===== config.mk =====
export PLATFORM = sky130hd
export DESIGN_NAME = pse_event_flag_registers
export DESIGN_NICKNAME = d
export VERILOG_FILES = /design/src/rtl/pse_event_pkg.sv /design/src/rtl/pse_event_flag_registers.sv
export VERILOG_INCLUDE_DIRS = /design/src /design/src/rtl
export SDC_FILE = /design/constraint.sdc
export NUM_CORES = 1
export LEC_CHECK = 0
export BUFFER_PORTS_ARGS = -buffer_cell sky130_fd_sc_hd__buf_2
export CORE_AREA = 10 10 221 118
export DETAILED_ROUTE_END_ITERATION = 10
export DIE_AREA = 0 0 231 128
export MAX_ROUTING_LAYER = met4
export PLACE_DENSITY = 0.65
export SLEW_MARGIN = 10
export SYNTH_ARGS = -nofsm -noshare
export SYNTH_HDL_FRONTEND = slang
export SYNTH_SLANG_ARGS = --single-unit

===== constraint.sdc =====
create_clock -name clk_sys -period 3.92 [get_ports clk_sys]
set_clock_uncertainty 0.15 [all_clocks]
set_input_delay 0.784 -clock clk_sys [delete_from_list [all_inputs] [get_ports clk_sys]]
set_output_delay 0.784 -clock clk_sys [all_outputs]
set_load 0.01 [all_outputs]

===== src/rtl/pse_event_regs.svh =====
// Purpose: Command codes, field positions and reset values of the event flags.
// Assumes: Eight-bit command codes and one data byte per register.
// Notes:   Definitions only.
`ifndef PSE_EVENT_REGS_SVH
`define PSE_EVENT_REGS_SVH

// ============================================================
// Command codes
`define CMD_DET_VIEW    8'h04
`define CMD_DET_CLEAR   8'h05
`define CMD_FLT_VIEW    8'h06
`define CMD_FLT_CLEAR   8'h07
`define CMD_SL_VIEW     8'h08
`define CMD_SL_CLEAR    8'h09
`define CMD_SUP_VIEW    8'h0A
`define CMD_SUP_CLEAR   8'h0B

// ============================================================
// Field positions and reset values
`define UPPER_LSB       4
`define LOWER_LSB       0
`define EVT_RESET       8'h00
`define SUP_RESET       8'h70
`define SUP_RSVD_MASK   8'h0C

// ============================================================
// Summary interrupt bit positions
`define SUM_SUPPLY      3'd7
`define SUM_START       3'd6
`define SUM_IFAULT      3'd5
`define SUM_CLASS       3'd4
`define SUM_DETECT      3'd3
`define SUM_DISC        3'd2

// ============================================================
// Duration counter defaults
`define LIM_CYCLES_DEF  16'd1000
`define OVLD_CYCLES_DEF 16'd1000

`endif


===== src/rtl/pse_event_pkg.sv =====
// Purpose: Types shared by the event flag register bank.
// Assumes: Four channels per register.
// Notes:   Constants live in pse_event_regs.svh.
package pse_event_pkg;

  // ============================================================
  // Per-channel event inputs from the port engine
  typedef struct packed {
    logic [3:0] detect_done;
    logic [3:0] detect_changed;
    logic [3:0] class_done;
    logic [3:0] class_changed;
    logic [3:0] disconnect;
    logic [3:0] in_overload;
    logic [3:0] in_limit;
    logic [3:0] start_fault;
    logic [3:0] discovery_invalid;
    logic [3:0] chan_off;
  } chan_evt_s;

  // ============================================================
  // Register read request and answer
  typedef struct packed {
    logic       req;
    logic [7:0] cmd;
  } rd_req_s;

  typedef struct packed {
    logic       valid;
    logic [7:0] data;
  } rd_rsp_s;

endpackage : pse_event_pkg


===== src/rtl/pse_event_flag_registers.sv =====
// Purpose: Per-channel event flag registers with view and clear-on-read codes.
// Assumes: Read requests and events are synchronous to clk_sys.
// Notes:   Clear-on-read never drops an event arriving in the same cycle.
//
// What this block does
// - Detection/class register reads at 04h and 05h; 05h also clears it.
// - Fault register reads at 06h and 07h; 07h clears it.
// - Start/limit register reads at 08h and 09h; 09h clears it.
// - Supply register reads at 0Ah and 0Bh; 0Bh clears it.
// - Flags active high; channel turn-off clears its per-channel flags.
// - Clear-on-read of the register holding the interrupt releases it.
// - Any set event bit shows in its summary interrupt flag.
// - Class flags bits 7-4; class-change mode limits them to changes.
// - Detect flags bits 3-0; detect-change mode limits them to changes.
// - Fault register: disconnect bits 7-4, overload-duration bits 3-0.
// - Clearing overload flags leaves the duration counters untouched.
// - Limit flag bits 7-4 set after staying in limit past limit time.
// - Start flag bits 3-0 set on start fault while turning on.
// - Start fault without enable-change flag records its cause.
// - Autonomous mode: invalid discovery sets no start flag nor record.
// - Supply bits: thermal, lockout, warning, low supply, 2 rsvd, fast, memory.
// - Each summary bit 7-2 is the OR of its event bits; bits 1-0 stay 0.
// - Interrupt needs mask bit and global enable; summaries track anyway.
`timescale 1ns/1ns
`include "pse_event_regs.svh"

module pse_event_flag_registers #(
  parameter logic [15:0] LIM_CYCLES  = `LIM_CYCLES_DEF,
  parameter logic [15:0] OVLD_CYCLES = `OVLD_CYCLES_DEF
) (
  // Clock and reset
  input  wire logic                    clk_sys,
  input  wire logic                    rst_n,
  // Register read port
  input  wire pse_event_pkg::rd_req_s  rd_req,
  output      pse_event_pkg::rd_rsp_s  rd_rsp,
  // Event sources
  input  wire pse_event_pkg::chan_evt_s chan_evt,
  input  wire logic [7:0]              supply_evt,
  input  wire logic [3:0]              power_enable_change_flag,
  input  wire logic                    auto_mode,
  // Mode and interrupt control
  input  wire logic                    class_change_mode,
  input  wire logic                    detect_change_mode,
  input  wire logic [7:0]              irq_mask,
  input  wire logic                    global_irq_enable,
  // Status outputs
  output      logic [7:0]              irq_summary,
  output      logic                    irq_n,
  output      logic [3:0]              pon_fault_record
);
  import pse_event_pkg::*;

  // ============================================================
  // State
  typedef struct packed {
    logic [7:0]       det;
    logic [7:0]       flt;
    logic [7:0]       sl;
    logic [7:0]       sup;
    logic [3:0][15:0] lim_cnt;
    logic [3:0][15:0] ovl_cnt;
    rd_rsp_s          rsp;
    logic [7:0]       summary;
    logic             irq_n;
    logic [3:0]       pon;
  } state_s;

  state_s s_q;
  state_s s_d;

  // Saturating duration counter; the flag fires once when the count first passes the limit.
  function automatic logic [15:0] dur_next(input logic        active,
                                           input logic [15:0] cnt);
    if (!active)
      return 16'h0000;
    else if (cnt == 16'hFFFF)
      return cnt;
    else
      return cnt + 16'h0001;
  endfunction : dur_next

  // ============================================================
  // Next state
  logic [7:0] det_set;
  logic [7:0] flt_set;
  logic [7:0] sl_set;
  logic [7:0] sup_set;
  logic [7:0] chan_clr;
  logic [7:0] sum_d;
  logic [3:0] lim_hit;
  logic [3:0] ovl_hit;
  logic [3:0] start_ok;
  logic [7:0] rd_val;
  logic       rd_hit;

  always_comb
  begin
    s_d = s_q;
    for (int i = 0; i < 4; i++)
    begin
      s_d.lim_cnt[i] = dur_next(chan_evt.in_limit[i], s_q.lim_cnt[i]);
      s_d.ovl_cnt[i] = dur_next(chan_evt.in_overload[i], s_q.ovl_cnt[i]);
      lim_hit[i] = (s_d.lim_cnt[i] == LIM_CYCLES + 16'h0001);
      ovl_hit[i] = (s_d.ovl_cnt[i] == OVLD_CYCLES + 16'h0001);
    end
    det_set[7:4] = chan_evt.class_done
                 & (class_change_mode ? chan_evt.class_changed
                                      : 4'hF);
    det_set[3:0] = chan_evt.detect_done
                 & (detect_change_mode ? chan_evt.detect_changed
                                       : 4'hF);
    flt_set = {chan_evt.disconnect, ovl_hit};
    start_ok = chan_evt.start_fault
             & ~({4{auto_mode}} & chan_evt.discovery_invalid);
    sl_set = {lim_hit, start_ok};
    sup_set = supply_evt & ~`SUP_RSVD_MASK;
    chan_clr = {chan_evt.chan_off, chan_evt.chan_off};
    s_d.pon = start_ok & ~power_enable_change_flag;

    rd_hit = 1'b1;
    case (rd_req.cmd)
      `CMD_DET_VIEW, `CMD_DET_CLEAR: rd_val = s_q.det;
      `CMD_FLT_VIEW, `CMD_FLT_CLEAR: rd_val = s_q.flt;
      `CMD_SL_VIEW,  `CMD_SL_CLEAR:  rd_val = s_q.sl;
      `CMD_SUP_VIEW, `CMD_SUP_CLEAR: rd_val = s_q.sup;
      default:
      begin
        rd_val = 8'h00;
        rd_hit = 1'b0;
      end
    endcase
    s_d.rsp.valid = rd_req.req;
    s_d.rsp.data  = (rd_req.req && rd_hit) ? rd_val : 8'h00;

    // Clear first, then set, so a same-cycle event survives the clear.
    s_d.det = (s_q.det & ~chan_clr) | det_set;
    s_d.flt = (s_q.flt & ~chan_clr) | flt_set;
    s_d.sl  = (s_q.sl  & ~chan_clr) | sl_set;
    if (rd_req.req && rd_req.cmd == `CMD_DET_CLEAR)
      s_d.det = det_set;
    if (rd_req.req && rd_req.cmd == `CMD_FLT_CLEAR)
      s_d.flt = flt_set;
    if (rd_req.req && rd_req.cmd == `CMD_SL_CLEAR)
      s_d.sl = sl_set;
    if (rd_req.req && rd_req.cmd == `CMD_SUP_CLEAR)
      s_d.sup = sup_set;
    else
      s_d.sup = s_q.sup | sup_set;

    sum_d = 8'h00;
    sum_d[`SUM_SUPPLY] = |s_d.sup;
    sum_d[`SUM_START]  = |s_d.sl[3:0];
    sum_d[`SUM_IFAULT] = |s_d.sl[7:4] | (|s_d.flt[3:0]);
    sum_d[`SUM_CLASS]  = |s_d.det[7:4];
    sum_d[`SUM_DETECT] = |s_d.det[3:0];
    sum_d[`SUM_DISC]   = |s_d.flt[7:4];
    s_d.summary = sum_d;
    s_d.irq_n = ~(global_irq_enable && |(sum_d & irq_mask));
  end

  always_ff @(posedge clk_sys or negedge rst_n)
  begin
    if (!rst_n)
    begin
      s_q         <= '0;
      s_q.det     <= `EVT_RESET;
      s_q.flt     <= `EVT_RESET;
      s_q.sl      <= `EVT_RESET;
      s_q.sup     <= `SUP_RESET;
      s_q.summary <= 8'h80;
      s_q.irq_n   <= 1'b1;
    end
    else
      s_q <= s_d;
  end

  assign rd_rsp           = s_q.rsp;
  assign irq_summary      = s_q.summary;
  assign irq_n            = s_q.irq_n;
  assign pon_fault_record = s_q.pon;
endmodule : pse_event_flag_registers


==> run metrics, run 1 <==
run status=complete, no violations; final hold slack=0.144 ns; area of the multi-input gates=slightly below 0.005 mm^2; Final Util=0.495; CP delay by family, top=simple AND/OR/NAND/NOR gates; Avg WL per Cell=18.1 um; CP max FO=6; PwrDens=350 mW/mm^2; GPL Wtd Cong=around 0.97; post-synth cell types=83; CP max stage delay=roughly 0.54 ns; RR Startpoint=s_q[118]$_DFF_PN0_; number of synthesized flops with an enable pin=0; clock sinks=180; vias in the first global route=7739; Synth Register Bits=180; Rows=39; total CTS buffers=17; final WL=around 26 mm; Fin Setup TNS=0 ns; Fmax=about 300 MHz; Slew HR=0.408; Tcrit/Tclk final=0.846; Critical Path End Type=flip-flop; HP Class=input port to asynchronous set/reset pin; layout cell share with drive strength beyond 1=0.145; VDD IR-drop max=0.250 mV; synthesized area=0.00988 mm^2; CP Class=flip-flop to flip-flop; starting DRC count in detailed routing=about 1000; total track usage=0.185; number of remaining DRC errors=0; worst-path cell chain=ha_1, and4_4, and4_1, a211o_1, o211a_1, nor4bb_1, nor4b_2, a22o_2, or4_4, o311ai_2; Skew-Pair Late Insertion Delay=0.45 ns; Post-CTS Setup Repair Bufs=0; DRT Pass-1 Iters=5; clock transition at the registers of the reported paths=0.07 ns; Mapped Cells=1061; H-Tree Level Count=4; Die Wd=231 um; worst path required time=4.13 ns; fin. max-slew vios=0; Critical-path top delay cell=or4_4; CTS tree=done; Initial Utilization=0.442; Layout Nets=between 1000 and 1500; via-per-instance ratio=5.79; Clock Path Buffers=2; CP Data Arrival Time=3.52 ns; die footprint=0.0296 mm^2; CTS root buffer=clkbuf_16; post-synthesis sequential area ratio=0.457; Core ar.=0.0223 mm^2; Routed Antenna Nets=0; Area Growth Syn to Fin=12.1%; # resized after CTS=0; die height=128 um; Pwr Total=3870 uW; Register Area=0.00451 mm^2; Post-synth ARST share=1.00; total grt overflow=0; first-pass GRT wire length=42.4 mm; FILL cells=2143; most common cell after layout, fill and taps aside=dfrtp_1; hold-fix buffers at CTS=0; largest net degree at the start of global routing=86; RSZ-0062 raised after global routing=no; Top Ports=a little under 100; Synthesis Warnings=0; Final HPWL DP=19.6 mm; FF-to-FF setup slack=between 0.6 and 0.7 ns; critical path buffer and inverter count=0; fin crit period=3.32 ns; most frequent cells in the layout=175 x dfrtp_1, 111 x nor2_1, 89 x buf_2; Setup crit start kind=flip-flop; initial antenna violation count=0; final hold vios=0; routed vias=8402; Avg Cell Area, Syn=9.31 um^2; worst-margin pin slew=0.879 ns; Final setup viols=0; static leakage=0.00474 uW; worst r2r dst=irq_n$_DFF_PN1_; Max-Cap Viols=0; r2r worst-path depth=10; IO Port Bufs=90; Primary FF master, synth=dfrtp_1; diodes inserted=0
## cell usage after synthesis (3+ instances only)
master / number / area [um^2]
or3_1: 7 / 43.8
nand4_1: 48 / 300
ha_1: 8 / 100
buf_6: 3 / 33.8
a21oi_1: 44 / 220
nand3b_1: 5 / 37.5
buf_4: 22 / 165
and3_1: 30 / 188
o21ai_0: 46 / 230
o211ai_1: 7 / 52.6
xor2_1: 28 / 245
nor4_2: 3 / 37.5
a21o_1: 7 / 52.6
a22oi_1: 19 / 143
nand3_1: 64 / 320
nor4bb_1: 3 / 30.0
o31ai_1: 3 / 22.5
and4_1: 15 / 131
a211oi_1: 4 / 30.0
and2_1: 27 / 169
clkbuf_1: 21 / 78.8
a31oi_1: 23 / 144
nor3b_1: 6 / 45.0
nand2_1: 87 / 327
nor4_1: 14 / 87.6
and4b_1: 3 / 30.0
o2111ai_1: 3 / 26.3
inv_1: 33 / 124
mux2i_1: 15 / 150
nor2b_1: 5 / 31.3
or4_4: 4 / 45.0
or4_1: 5 / 37.5
dfstp_2: 5 / 131
nand2b_1: 15 / 93.8
xnor2_1: 35 / 307
o311ai_0: 3 / 26.3
buf_2: 3 / 15.0
a22o_1: 11 / 96.3
nor3_1: 37 / 185
dfrtp_1: 175 / 4380
nor2_1: 111 / 417
## how the worst max path moves through the flow
stage | start | end | cells after the start
detailed placement | rd_req[5] | irq_n$_DFF_PN1_ | 10
global placement | rd_req[5] | irq_n$_DFF_PN1_ | 10
CTS | s_q[134]$_DFF_PN0_ | irq_n$_DFF_PN1_ | 11
floorplan | rd_req[5] | irq_n$_DFF_PN1_ | 9
finish | s_q[118]$_DFF_PN0_ | irq_n$_DFF_PN1_ | 10
global route | s_q[134]$_DFF_PN0_ | irq_n$_DFF_PN1_ | 11
## layer usage
| layer | vias to the layer above | GRT usage | part of all wire |
|---|---|---|---|
| li1 | 4005 | - | - |
| met1 | 4091 | 0.270 | 0.51 |
| met2 | 280 | 0.247 | 0.41 |
| met3 | 26 | 0.0455 | 0.064 |
| met4 | 0 | 0.0492 | 0.015 |
| met5 | - | - | 0 |
## area by class of cell
| cell class | instances | share of cell area |
|---|---|---|
| inverter | 34 | 0.0115 |
| clock inverter | 10 | 0.00870 |
| clock buffer | 22 | 0.0428 |
| tap | 307 | 0.0347 |
| multi-input combinational | 798 | 0.446 |
| timing repair buffer | 99 | 0.0487 |
| sequential | 180 | 0.407 |
## registers in the layout, indices dropped and copies added (netlist names)
register	count
irq_n	1
irq_summary	6
pon_fault_record	4
rd_rsp	9
s_q	160
## logic make-up (layout without fill, tap and decap cells)
logic type	after synthesis	in the layout	share of synthesized area
AO/OA/AOI/OAI	195	195	0.129
XOR/XNOR	64	64	0.0575
adder cells (fa/ha/maj)	8	8	0.0101
buffers and inverters	84	165	0.0440
flip-flops	180	180	0.457
multiplexers	16	16	0.0163
other	1	2	0.000380
AND/OR/NAND/NOR	513	513	0.286
## power by group
group	internal [uW]	switching, uW
combinational	89.8	149
sequential	1900	45.0
clock	930	763
total	2920	957
## through the flow
stage | cell area [um^2] | setup slack [ns] | std cells
after floorplan | 9880 | 0.716 | 1062
after global placement | 10500 | 0.256 | 1418
after detailed placement | 10500 | 0.159 | 1418
after CTS | 11100 | 0.606 | 1450
after global routing | 11100 | 0.386 | 1450
final | 11100 | 0.602 | 1450
(Power assumes the default switching activity.)
==> run 2: changes to the inputs <==
- clock period: 3.92 -> 3.2 ns (I/O delays scaled with it)
==> run metrics, run 2 (synthesized netlist as in run 1, its figures left out) <==
run status=complete, no violations; most frequent cells in the layout=174 x dfrtp_1, 111 x nor2_1, 89 x buf_2; HP Class=input port to asynchronous set/reset pin; total grt overflow=0 (unchanged); fin crit period=3.10 ns (-0.216 ns); Rows=39 (unchanged); Top Ports=97 (unchanged); via-per-instance ratio=5.69 (-1.7%); Avg WL per Cell=18.1 um (about the same); max FFs per register=160 (unchanged); FILL cells=2097 (-2.1%); CTS tree=done; layout cell share with drive strength beyond 1=0.199 (+0.0533); Slew HR=0.518 (+0.109); starting DRC count in detailed routing=1189 (+14%); die footprint=0.0296 mm^2 (unchanged); Max-Cap Viols=0 (unchanged); initial antenna violation count=0 (unchanged); Core ar.=0.0223 mm^2 (unchanged); critical path buffer and inverter count=0 (unchanged); PwrDens=424 mW/mm^2 (+21%); Critical Path End Type=flip-flop; number of remaining DRC errors=0 (unchanged); fin. max-slew vios=0 (unchanged); DRT Pass-1 Iters=5 (unchanged); Layout Nets=1284 (+5.9%); FF-to-FF setup slack=0.1 ns (-0.50 ns); CP delay by family, top=simple AND/OR/NAND/NOR gates; r2r worst-path depth=10 (unchanged); first-pass GRT wire length=43.9 mm (+3.5%); Final HPWL DP=20.9 mm (+6.5%); worst r2r dst=irq_n$_DFF_PN1_; vias in the first global route=7971 (+3.0%); Setup crit start kind=flip-flop; Critical-path top delay cell=or4_4; CP Data Arrival Time=3.32 ns (-0.20 ns); clock transition at the registers of the reported paths=0.07 ns (about the same); most common cell after layout, fill and taps aside=dfrtp_1; area of the multi-input gates=0.00497 mm^2 (+0.61%); Tcrit/Tclk final=0.969 (+0.123); CTS root buffer=clkbuf_16; diodes inserted=0 (unchanged); Crit path top cell by count=and4_4; Area Growth Syn to Fin=18.6%; final hold vios=0 (unchanged); Die Wd=231 um (unchanged); RSZ-0062 raised after global routing=no; VDD IR-drop max=0.283 mV (+13%); Register Area=0.00451 mm^2 (about the same); top register by number of flip-flops=s_q; Fin Setup TNS=0 ns (unchanged); Skew-Pair Late Insertion Delay=0.46 ns (about the same); Routed Antenna Nets=0 (unchanged); worst-path cell chain=ha_1, and4_4, and4_4, a211o_1, o211a_1, nor4bb_1, nor4b_2, a22o_2, or4_4, o311ai_4; largest net degree at the start of global routing=63 (-27%); worst path required time=3.42 ns (-0.71 ns); static leakage=0.00516 uW (+9.0%); total track usage=0.191 (+0.00638); routed vias=8662 (+3.1%); GPL Wtd Cong=0.993 (+2.0%); Initial Utilization=0.442 (unchanged); CP Class=flip-flop to flip-flop; die height=128 um (unchanged); clock sinks=180 (unchanged); final WL=27.5 mm (+5.0%); final hold slack=0.0188 ns (-0.126 ns); Fmax=322 MHz (+7.0%); H-Tree Level Count=4 (unchanged); worst-margin pin slew=0.721 ns (-0.159 ns); Pwr Total=4970 uW (+28%); RR Startpoint=s_q[118]$_DFF_PN0_; IO Port Bufs=90 (unchanged); CP max FO=6 (unchanged); total CTS buffers=17 (unchanged); CP max stage delay=0.56 ns (+0.02 ns); Clock Path Buffers=2 (unchanged); hold-fix buffers at CTS=0 (unchanged); Final setup viols=0 (unchanged)
==> run 2: cell count changes in the layout (fill, tap and decap cells not counted), sizes merged <==
cell / before / now
inv: 36 / 39
clkinv: 6 / 4
clkbuf: 23 / 19
bufinv: 1 / 3
buf: 98 / 169
clkinvlp: 1 / 2
==> run 2: cell type report <==
| cell class | instances | share of cell area |
|---|---|---|
| Inverter | 34 | 0.0109 |
| Tap cell | 307 | 0.0328 |
| Clock buffer | 18 | 0.0375 |
| Clock inverter | 14 | 0.0163 |
| Sequential cell | 180 | 0.385 |
| Multi-Input combinational cell | 798 | 0.424 |
| Timing Repair Buffer | 170 | 0.0936 |
==> run 2: worst max path at each step <==
stage	startpoint	to	slack, ns	depth (start not counted)
floorplan	rd_req[5]	irq_n$_DFF_PN1_	0.14	9
global placement	rd_req[5]	irq_n$_DFF_PN1_	-0.13	11
detailed placement	rd_req[5]	irq_n$_DFF_PN1_	-0.22	11
CTS	s_q[118]$_DFF_PN0_	irq_n$_DFF_PN1_	0.1	10
global route	s_q[142]$_DFF_PN0_	irq_n$_DFF_PN1_	0.006	10
finish	s_q[118]$_DFF_PN0_	irq_n$_DFF_PN1_	0.1	10
==> run 2: power breakdown <==
group | internal, uW | switching (uW) | total (uW)
Clock | 1280 | 979 | 2250
Sequential | 2320 | 44.5 | 2370
Combinational | 143 | 208 | 351
==> run 2: metal layers <==
metal / vias to the layer above / share of wire / GRT usage
met4: 0 / 0.020 / 0.0619
met1: 4178 / 0.51 / 0.280
met2: 292 / 0.41 / 0.254
met5: - / 0 / -
met3: 30 / 0.063 / 0.0407
li1: 4162 / - / -
==> run 2: repair_timing <==
| item | 4_1_cts | 5_1_grt |
|---|---|---|
| setup endpoints to repair | 0 | 2 |
| resized for setup | 0 | 5 |
| setup buffers | 0 | 3 |
==> run 2: per-stage QoR <==
| step | cells | utilization | setup slack (ns) | cell area [um^2] |
|---|---|---|---|---|
| global placement | 1486 | 0.493 | -0.131 | 11000 |
| detailed placement | 1486 | 0.493 | -0.224 | 11000 |
| global route | 1521 | 0.524 | 0.00567 | 11700 |
| CTS | 1518 | 0.521 | 0.0952 | 11700 |
| finish | 1521 | 0.524 | 0.0979 | 11700 |
| floorplan | 1062 | - | 0.140 | 9880 |
